--- src/include/tmd_regs.svh ---
`ifndef TMD_REGS_SVH
`define TMD_REGS_SVH
// ==========================================
// register offsets (8-bit register file)
`define TMD_CONTROL_OFF   8'h01
`define TMD_CNT_HI_OFF    8'h02
`define TMD_CNT_LO_OFF    8'h03
`define TMD_DATA_HI_OFF   8'h04
`define TMD_DATA_LO_OFF   8'h05
`define TMD_PEND_OFF      8'h06
`define TMD_MASK_OFF      8'h07
`define TMD_PORT2_LOW_CONTROL_REG_OFF    8'h08
// ==========================================
// control, pending, mask and capture-select field positions
`define TMD_CLKSEL_HI     7
`define TMD_CLKSEL_LO     5
`define TMD_MODE_HI       4
`define TMD_MODE_LO       3
`define TMD_CLR_BIT       2
`define TMD_MCIE_BIT      1
`define TMD_OVIE_BIT      0
`define TMD_PEND_OVF_BIT  2
`define TMD_PEND_MC_BIT   3
`define TMD_MASK_LVL_BIT  3
`define TMD_CAPSEL_HI     3
`define TMD_CAPSEL_LO     2
// ==========================================
// reset values, vectors and capture-pin select code
`define TMD_CONTROL_RST   8'h00
`define TMD_VEC_OVF       8'hda
`define TMD_VEC_MC        8'hd8
`define TMD_CAPSEL_PIN    2'h0
// ==========================================
// prescaler taps (divide ratio minus one)
`define TMD_DIV1024_M1    10'h3ff
`define TMD_DIV256_M1     10'h0ff
`define TMD_DIV64_M1      10'h03f
`define TMD_DIV8_M1       10'h007
`endif
--- src/include/tmd_pkg.sv ---
package tmd_pkg;
  typedef enum logic [2:0] {
    TMD_CLK_1024 = 3'h0,
    TMD_CLK_256  = 3'h1,
    TMD_CLK_64   = 3'h2,
    TMD_CLK_8    = 3'h3,
    TMD_CLK_1    = 3'h4,
    TMD_CLK_EXTF = 3'h5,
    TMD_CLK_EXTR = 3'h6,
    TMD_CLK_STOP = 3'h7
  } tmd_clksel_t;
  typedef enum logic [1:0] {
    TMD_MODE_INTERVAL = 2'h0,
    TMD_MODE_CAP_RISE = 2'h1,
    TMD_MODE_CAP_FALL = 2'h2,
    TMD_MODE_PWM      = 2'h3
  } tmd_mode_t;
endpackage

--- src/hdl/tmd_edge_sync.sv ---
`timescale 1ns/10ps
`default_nettype none
// two-flop synchroniser with rise/fall pulse outputs
module tmd_edge_sync (
  input  wire logic clock,
  input  wire logic rst,
  input  wire logic pin,
  output logic      rise,
  output logic      fall
);
  logic meta_q, meta_d;
  logic sync_q, sync_d;
  logic last_q, last_d;

  always_comb begin
    meta_d = pin;
    sync_d = meta_q;
    last_d = sync_q;
  end

  always_ff @(posedge clock) begin
    if (rst) begin
      meta_q <= 1'b0;
      sync_q <= 1'b0;
      last_q <= 1'b0;
    end else begin
      meta_q <= meta_d;
      sync_q <= sync_d;
      last_q <= last_d;
    end
  end

  // only the second flop and its delayed copy feed the edge logic
  assign rise = sync_q & ~last_q;
  assign fall = ~sync_q & last_q;
endmodule
`default_nettype wire

--- src/hdl/tmd_prescaler.sv ---
`timescale 1ns/10ps
`default_nettype none
`include "tmd_regs.svh"
// free-running divider producing one-cycle count ticks
module tmd_prescaler
  import tmd_pkg::*;
(
  input  wire logic        clock,
  input  wire logic        rst,
  input  wire tmd_clksel_t clksel,
  input  wire logic        ext_rise,
  input  wire logic        ext_fall,
  output logic             tick
);
  logic [9:0] div_q, div_d;

  always_comb begin
    div_d = div_q + 10'h001;
  end

  always_ff @(posedge clock) begin
    if (rst) div_q <= 10'h000;
    else     div_q <= div_d;
  end

  always_comb begin
    case (clksel)
      TMD_CLK_1024: tick = (div_q & `TMD_DIV1024_M1) == `TMD_DIV1024_M1;
      TMD_CLK_256:  tick = (div_q & `TMD_DIV256_M1) == `TMD_DIV256_M1;
      TMD_CLK_64:   tick = (div_q & `TMD_DIV64_M1) == `TMD_DIV64_M1;
      TMD_CLK_8:    tick = (div_q & `TMD_DIV8_M1) == `TMD_DIV8_M1;
      TMD_CLK_1:    tick = 1'b1;
      TMD_CLK_EXTF: tick = ext_fall;
      TMD_CLK_EXTR: tick = ext_rise;
      default:      tick = 1'b0;
    endcase
  end
endmodule
`default_nettype wire

--- src/hdl/tmd_timer16.sv ---
`timescale 1ns/10ps
`default_nettype none
`include "tmd_regs.svh"
module tmd_timer16
  import tmd_pkg::*;
(
  input  wire logic       clock,
  input  wire logic       rst,
  input  wire logic [7:0] reg_addr,
  input  wire logic [7:0] reg_wdata,
  input  wire logic       reg_wr,
  input  wire logic       reg_rd,
  output logic      [7:0] reg_rdata,
  input  wire logic       external_count_clock_pin,
  input  wire logic       capture_input_pin,
  input  wire logic       irq_ack,
  input  wire logic [7:0] irq_ack_vector,
  output logic            toggle_output_pin,
  output logic            pwm_output_pin,
  output logic            shared_irq_level,
  output logic            overflow_irq,
  output logic            match_capture_irq
);
  // ==========================================
  // state
  logic [7:0]  ctrl_q, ctrl_d;
  logic [15:0] cnt_q, cnt_d;
  logic [15:0] data_q, data_d;
  logic [7:0]  data_hi_buf_q, data_hi_buf_d;
  logic        pend_ovf_q, pend_ovf_d;
  logic        pend_mc_q, pend_mc_d;
  logic        mask_q, mask_d;
  logic [7:0]  port2_low_control_reg_q, port2_low_control_reg_d;
  logic        tog_q, tog_d;
  logic        pwm_q, pwm_d;
  logic        lvl_q, lvl_d;
  logic        ovf_irq_q, ovf_irq_d;
  logic        mc_irq_q, mc_irq_d;
  logic [7:0]  rdata_q, rdata_d;

  // ==========================================
  // pin synchronisers and prescaler
  logic ext_rise, ext_fall, cap_rise, cap_fall, tick;
  tmd_clksel_t clksel;
  tmd_mode_t   mode;

  assign clksel = tmd_clksel_t'(ctrl_q[`TMD_CLKSEL_HI:`TMD_CLKSEL_LO]);
  assign mode   = tmd_mode_t'(ctrl_q[`TMD_MODE_HI:`TMD_MODE_LO]);

  tmd_edge_sync u_ext_sync (
    .clock (clock),
    .rst   (rst),
    .pin   (external_count_clock_pin),
    .rise  (ext_rise),
    .fall  (ext_fall)
  );

  tmd_edge_sync u_cap_sync (
    .clock (clock),
    .rst   (rst),
    .pin   (capture_input_pin),
    .rise  (cap_rise),
    .fall  (cap_fall)
  );

  tmd_prescaler u_presc (
    .clock    (clock),
    .rst      (rst),
    .clksel   (clksel),
    .ext_rise (ext_rise),
    .ext_fall (ext_fall),
    .tick     (tick)
  );

  // ==========================================
  // counter, compare, capture
  logic wr_ctrl, wr_clr, is_cap, cap_src_ok, cap_evt, match, ovf, svc_ovf, svc_mc;

  assign wr_ctrl    = reg_wr && (reg_addr == `TMD_CONTROL_OFF);
  assign wr_clr     = wr_ctrl && reg_wdata[`TMD_CLR_BIT];
  assign is_cap     = (mode == TMD_MODE_CAP_RISE) || (mode == TMD_MODE_CAP_FALL);
  assign cap_src_ok = port2_low_control_reg_q[`TMD_CAPSEL_HI:`TMD_CAPSEL_LO] == `TMD_CAPSEL_PIN;
  assign cap_evt    = cap_src_ok && (((mode == TMD_MODE_CAP_RISE) && cap_rise) ||
                                     ((mode == TMD_MODE_CAP_FALL) && cap_fall));
  // match is on the count value held during the tick
  assign match      = tick && (cnt_q == data_q) && !is_cap;
  assign ovf        = tick && (cnt_q == 16'hffff) && !(match && mode == TMD_MODE_INTERVAL);
  assign svc_ovf    = irq_ack && (irq_ack_vector == `TMD_VEC_OVF);
  assign svc_mc     = irq_ack && (irq_ack_vector == `TMD_VEC_MC) && mask_q;

  always_comb begin
    cnt_d = cnt_q;
    if (wr_clr || ctrl_q[`TMD_CLR_BIT]) begin
      cnt_d = 16'h0000;
    end else if (match && mode == TMD_MODE_INTERVAL) begin
      cnt_d = 16'h0000;
    end else if (tick) begin
      cnt_d = cnt_q + 16'h0001;
    end
  end

  always_comb begin
    tog_d = tog_q;
    if (match && mode == TMD_MODE_INTERVAL) tog_d = ~tog_q;
    pwm_d = (mode == TMD_MODE_PWM) ? (data_q > cnt_q) : 1'b0;
  end

  // ==========================================
  // register writes and pending flags
  always_comb begin
    ctrl_d        = ctrl_q;
    data_d        = data_q;
    mask_d        = mask_q;
    port2_low_control_reg_d      = port2_low_control_reg_q;
    data_hi_buf_d = data_hi_buf_q;
    if (ctrl_q[`TMD_CLR_BIT]) ctrl_d[`TMD_CLR_BIT] = 1'b0;
    if (reg_wr) begin
      if (reg_addr == `TMD_CONTROL_OFF) begin
        ctrl_d = reg_wdata;
      end else if (reg_addr == `TMD_DATA_HI_OFF) begin
        data_hi_buf_d = reg_wdata;
      end else if (reg_addr == `TMD_DATA_LO_OFF) begin
        data_d = {data_hi_buf_q, reg_wdata};
      end else if (reg_addr == `TMD_MASK_OFF) begin
        mask_d = reg_wdata[`TMD_MASK_LVL_BIT];
      end else if (reg_addr == `TMD_PORT2_LOW_CONTROL_REG_OFF) begin
        port2_low_control_reg_d = reg_wdata;
      end
    end
    if (cap_evt) data_d = cnt_q;
  end

  always_comb begin
    logic wr_pend;
    wr_pend    = reg_wr && (reg_addr == `TMD_PEND_OFF);
    pend_ovf_d = pend_ovf_q;
    pend_mc_d  = pend_mc_q;
    if (svc_ovf || (wr_pend && !reg_wdata[`TMD_PEND_OVF_BIT])) pend_ovf_d = 1'b0;
    if (svc_mc || (wr_pend && !reg_wdata[`TMD_PEND_MC_BIT])) pend_mc_d = 1'b0;
    // a new event wins over a clear in the same cycle
    if (ovf && ctrl_q[`TMD_OVIE_BIT]) pend_ovf_d = 1'b1;
    if ((match || cap_evt) && ctrl_q[`TMD_MCIE_BIT]) pend_mc_d = 1'b1;
    ovf_irq_d = pend_ovf_d;
    mc_irq_d  = pend_mc_d;
    lvl_d     = pend_ovf_d || pend_mc_d;
  end

  // ==========================================
  // read path, registered
  always_comb begin
    rdata_d = rdata_q;
    if (reg_rd) begin
      if (reg_addr == `TMD_CONTROL_OFF)      rdata_d = ctrl_q;
      else if (reg_addr == `TMD_CNT_HI_OFF)  rdata_d = cnt_q[15:8];
      else if (reg_addr == `TMD_CNT_LO_OFF)  rdata_d = cnt_q[7:0];
      else if (reg_addr == `TMD_DATA_HI_OFF) rdata_d = data_q[15:8];
      else if (reg_addr == `TMD_DATA_LO_OFF) rdata_d = data_q[7:0];
      else if (reg_addr == `TMD_PEND_OFF)
        rdata_d = {4'h0, pend_mc_q, pend_ovf_q, 2'h0};
      else if (reg_addr == `TMD_MASK_OFF)    rdata_d = {4'h0, mask_q, 3'h0};
      else if (reg_addr == `TMD_PORT2_LOW_CONTROL_REG_OFF)  rdata_d = port2_low_control_reg_q;
      else                                   rdata_d = 8'h00;
    end
  end

  always_ff @(posedge clock) begin
    if (rst) begin
      ctrl_q        <= `TMD_CONTROL_RST;
      cnt_q         <= 16'h0000;
      data_q        <= 16'hffff;
      data_hi_buf_q <= 8'h00;
      pend_ovf_q    <= 1'b0;
      pend_mc_q     <= 1'b0;
      mask_q        <= 1'b0;
      port2_low_control_reg_q      <= 8'h00;
      tog_q         <= 1'b0;
      pwm_q         <= 1'b0;
      lvl_q         <= 1'b0;
      ovf_irq_q     <= 1'b0;
      mc_irq_q      <= 1'b0;
      rdata_q       <= 8'h00;
    end else begin
      ctrl_q        <= ctrl_d;
      cnt_q         <= cnt_d;
      data_q        <= data_d;
      data_hi_buf_q <= data_hi_buf_d;
      pend_ovf_q    <= pend_ovf_d;
      pend_mc_q     <= pend_mc_d;
      mask_q        <= mask_d;
      port2_low_control_reg_q      <= port2_low_control_reg_d;
      tog_q         <= tog_d;
      pwm_q         <= pwm_d;
      lvl_q         <= lvl_d;
      ovf_irq_q     <= ovf_irq_d;
      mc_irq_q      <= mc_irq_d;
      rdata_q       <= rdata_d;
    end
  end

  assign reg_rdata         = rdata_q;
  assign toggle_output_pin = tog_q;
  assign pwm_output_pin    = pwm_q;
  assign shared_irq_level  = lvl_q;
  assign overflow_irq      = ovf_irq_q;
  assign match_capture_irq = mc_irq_q;

  // ==========================================
  // assertions
  chk_reset_ctrl: assert property (@(posedge clock) $past(rst) |-> ctrl_q == 8'h00)
    else $error("control not zero after reset");
  chk_stop_hold: assert property (@(posedge clock) disable iff (rst)
    (clksel == TMD_CLK_STOP && !wr_clr && !ctrl_q[2] && !cap_evt) |=> cnt_q == $past(cnt_q))
    else $error("counter moved while stopped");
  chk_clear_cnt: assert property (@(posedge clock) disable iff (rst)
    wr_clr |=> cnt_q == 16'h0000 ##1 ctrl_q[2] == 1'b0)
    else $error("clear write did not zero counter");
  chk_clr_selfclr: assert property (@(posedge clock) disable iff (rst)
    ctrl_q[2] && !wr_clr |=> !ctrl_q[2])
    else $error("clear bit did not self clear");
  chk_int_match: assert property (@(posedge clock) disable iff (rst)
    (match && mode == TMD_MODE_INTERVAL && !wr_clr) |=> cnt_q == 16'h0000 && tog_q != $past(tog_q))
    else $error("interval match did not clear and toggle");
  chk_pwm_level: assert property (@(posedge clock) disable iff (rst)
    mode == TMD_MODE_PWM && $stable(mode) |=> pwm_output_pin == ($past(data_q) > $past(cnt_q)))
    else $error("pwm level wrong");
  chk_cap_load: assert property (@(posedge clock) disable iff (rst)
    cap_evt |=> data_q == $past(cnt_q))
    else $error("capture did not load counter");
  chk_mc_pend: assert property (@(posedge clock) disable iff (rst)
    (cap_evt || match) && ctrl_q[1] |=> pend_mc_q && match_capture_irq)
    else $error("match pending not set");
  chk_ovf_pend: assert property (@(posedge clock) disable iff (rst)
    ovf && ctrl_q[0] |=> pend_ovf_q && shared_irq_level)
    else $error("overflow pending not set");
  chk_ovf_off: assert property (@(posedge clock) disable iff (rst)
    !pend_ovf_q && !(ovf && ctrl_q[0]) |=> !pend_ovf_q)
    else $error("overflow pending set without cause");
  cov_interval: cover property (@(posedge clock) match && mode == TMD_MODE_INTERVAL);
  cov_pwm_wrap: cover property (@(posedge clock) ovf && mode == TMD_MODE_PWM);
  cov_capture:  cover property (@(posedge clock) cap_evt);
endmodule
`default_nettype wire

--- config.mk ---
export PLATFORM = sky130hd
export DESIGN_NAME = tmd_timer16
export DESIGN_NICKNAME = d
export VERILOG_FILES = /design/src/include/tmd_pkg.sv /design/src/hdl/tmd_edge_sync.sv /design/src/hdl/tmd_prescaler.sv /design/src/hdl/tmd_timer16.sv
export VERILOG_INCLUDE_DIRS = /design/src /design/src/include
export SDC_FILE = /design/constraint.sdc
export NUM_CORES = 1
export LEC_CHECK = 0
export ABC_AREA = 1
export BUFFER_PORTS_ARGS = -buffer_cell sky130_fd_sc_hd__buf_2
export CAP_MARGIN = 25
export CORE_MARGIN = 1.5
export CORE_UTILIZATION = 59
export CTS_CLUSTER_SIZE = 25
export DETAILED_ROUTE_END_ITERATION = 10
export GPL_TIMING_DRIVEN = 0
export PLACE_DENSITY_LB_ADDON = 0.3
export SETUP_SLACK_MARGIN = 0.05
export SLEW_MARGIN = 10
export SYNTH_ARGS = -nofsm -noshare
export SYNTH_HDL_FRONTEND = slang
export SYNTH_HIERARCHICAL = 1
export SYNTH_SLANG_ARGS = --single-unit
--- constraint.sdc ---
create_clock -name clock -period 2.1 [get_ports clock]
set_input_delay 0.42 -clock clock [delete_from_list [all_inputs] [get_ports clock]]
set_output_delay 0.42 -clock clock [all_outputs]
set_load 0.02 [all_outputs]
==> out/qor.csv <==
metric,value,unit
status,"complete, but fails checks",
failed_checks,setup timing,
ys.warnings.count,6,
crit_arrival,2.43,ns
ant_nets,0,
die_y,91.8,um
synth_mux_area_share,0,%
core.rowCount,32,
cpMaxStageDelayCell,dfxtp_2,
vias_per_cell,5.80,
placed_area,0.00499,mm^2
path_buf_inv,0,
fp.coreArea,0.00769,mm^2
num_io_pins,44,
die-area,0.00842,mm^2
ys_seq_area_share,37.0,%
htreeDepth,3,
finalClockSkew,0.0167,ns
cts_inserted_buffers,9,
die_width,91.8,um
wirelength,14.1,mm
cts.clk_slew.worst_paths,0.09,ns
syn_to_final_growth,19.2,%
p_sw,788,uW
syn_area_per_cell,7.10,um^2
post_drt_wl_per_cell,17.0,um
first_pass_iters,8,
gp_congestion,1.00,
grt_pass1_wl,22.0,mm
clk_root_buffer_cell,clkbuf_8,
crit_family,simple AND/OR/NAND/NOR gates,
yosysTopAreaCellShare,37.0,%
slew_headroom,59.7,%
synth_enable_flop_cells,0,
drc,0,
synth_xor_area_share,2.26,%
dp_hpwl,9.91,mm
tritoncts,done,
crit_type,reg -> reg,
place_inst,800,
p_seq_share,54.1,%
async_flop_share,0,%
fin_util,72.1,%
fin_cells,830,
yosys.area_share.adder,6.19,%
finalMaxSlewViolations,0,
synth_nets,709,
synth_cells,655,
portBuffers,43,
clkPwrFrac,39.3,%
clkLatencyLatePin,0.38,ns
synth_seq_cells,86,
power.leakage,0.00256,uW
layout_common_cells,"nand2_1, inv_1, dfxtp_1",
required,2.36,ns
timing.final.hold_violations,0,
layout.cells.most_common,nand2_1,
powerDensity,552,mW/mm^2
grt_pass1_vias,4423,
maxCapViolCount,0,
synth_cell_types,38,
yosys.area_share.simple,31.5,%
dp_slack,-0.403,ns
overflow,0,
syn_area,0.00465,mm^2
rsz0062_at_grt,yes,
irDropWorstVdd,320,uV
grt_max_degree,18,
synth_top_family_by_area,simple AND/OR/NAND/NOR gates,
first_iter_violations,379,
period_needed,2.17,ns
finalInstanceArea,0.00554,mm^2
fmax,462,MHz
worst_pin_slew,0.605,ns
critical_path.startpoint_type,flop,
fillers,613,
setup_viol,11,
route.vias.total,4817,
start_util,60.5,%
fin_crit_sh,103,%
cp-end-kind,flop,
intPower,2270,uW
numClockSinks,86,
power_frac_comb,6.6,%
nets,777,
grt_usage,33.6,%
synth_area_leaders,"dfxtp_1, nand2_1, inv_1, nor2_1, ha_1",
cts_buffer_depth,2,
synth_compound_gate_area_share,13.8,%
crit_fanout,5,
synthFlopType,dfxtp_1,
timing.final.ws_setup,-0.0652,ns
n_antenna_cell,0,
crit_chain,ha_4 > nand2_4 > nor2_4 > nand2_2 > nor2_4 > nor2_2 > nand3_4 > nand2_4 > nor3_4 > nand3_4 > nor3_4 > xor2_1 > nor2_1,
drive_gt1_share,23.6,%
antenna_found_initial,0,
yosys.area.top_type,dfxtp_1,
hp-class,in -> reg,
slowest_delay,0.37,ns
switching_share,25.8,%
power by group through the flow:
| stage | combinational, uW | clock (uW) | sequential [uW] |
|---|---|---|---|
| floorplan | 99.3 | 0 | 1690 |
| global placement | 173 | 0 | 1690 |
| detailed placement | 178 | 0 | 1690 |
| CTS | 189 | 1200 | 1660 |
| global route | 221 | 1260 | 1660 |
| finish | 201 | 1200 | 1660 |
worst paths after layout:
kind | from | end | slack (ns) | depth (start not counted)
worst max-delay path | u_presc/div_q[0]$_SDFF_PP0_ | cnt_q[11]$_SDFFE_PP0P_ | -0.07 | 13
worst min-delay path | external_count_clock_pin | u_ext_sync/meta_q$_SDFF_PP0_ | 0.25 | 3
worst max register to register | u_presc/div_q[0]$_SDFF_PP0_ | cnt_q[11]$_SDFFE_PP0P_ | -0.07 | 13
worst min register to register | u_ext_sync/meta_q$_SDFF_PP0_ | u_ext_sync/last_d$_SDFF_PP0_ | 0.41 | 2
state kept, by name (all words and copies together) (netlist names), 8 cells and up:
name                     count
data_hi_buf_q                8
ctrl_q                       8
cnt_q                       16
port2_low_control_reg_q      8
reg_rdata                    8
u_presc/div_q               10
data_q                      16
worst min-delay path: cells and delay by family:
family        cells  cell delay, ns
buf+inv           2            0.10
simple gates      1            0.06
cells in the mapped netlist (5+ instances only):
library cell	n
nand4_1	10
o211ai_1	11
clkbuf_1	8
buf_2	5
nor2_4	5
xor2_1	11
a21oi_1	56
dfxtp_1	86
nor3_1	10
nand2_2	7
nand3_1	49
ha_1	23
nand3b_1	5
nand2_1	133
inv_2	5
nor2_1	77
o21ai_0	40
inv_1	81
area by class of cell:
type / instances / area, um^2 / area share [%]
well taps: 102 / 128 / 2.30
clock inverters: 6 / 70.1 / 1.26
plain buffers: 18 / 109 / 1.96
clock buffers: 10 / 128 / 2.30
repair buffers: 57 / 335 / 6.05
multi-input cells: 465 / 2710 / 48.8
inverters: 86 / 325 / 5.87
flip-flops and latches: 86 / 1740 / 31.4
stage by stage:
step / TNS (ns) / hold slack (ns) / power, uW
6_report: -0.193 / 0.246 / 3060
5_1_grt: -1.71 / 0.261 / 3140
4_1_cts: 0 / 0.251 / 3040
3_5_place_dp: -6.44 / 0.399 / 1870
3_3_place_gp: -5.71 / 0.389 / 1860
2_1_floorplan: 0 / 0.388 / 1790
cell families after synthesis:
group                      Yosys count
AOI/OAI and AO/OA                  117
xor gates and xnor gates            12
adders and majority gates           23
buffers and inverters              104
DFF                                 86
and+or+nand+nor                    313
metal layers:
| metal | vias up | track usage [%] | wire (um) |
|---|---|---|---|
| li1 | 2277 | - | - |
| met5 | - | 0 | 0 |
| met4 | 0 | 14.2 | 584 |
| met1 | 2203 | 42.6 | 5620 |
| met3 | 56 | 8.21 | 1420 |
| met2 | 281 | 54.7 | 6510 |
repair_timing:
item,CTS,global route
pin swaps,14,17
hold buffers,0,0
resized for setup,45,34
setup buffers,8,5
endpoints found under the hold margin,0,0
gates cloned,1,0
endpoints found under the setup margin,20,27
Power figures use the tool's default switching activity.
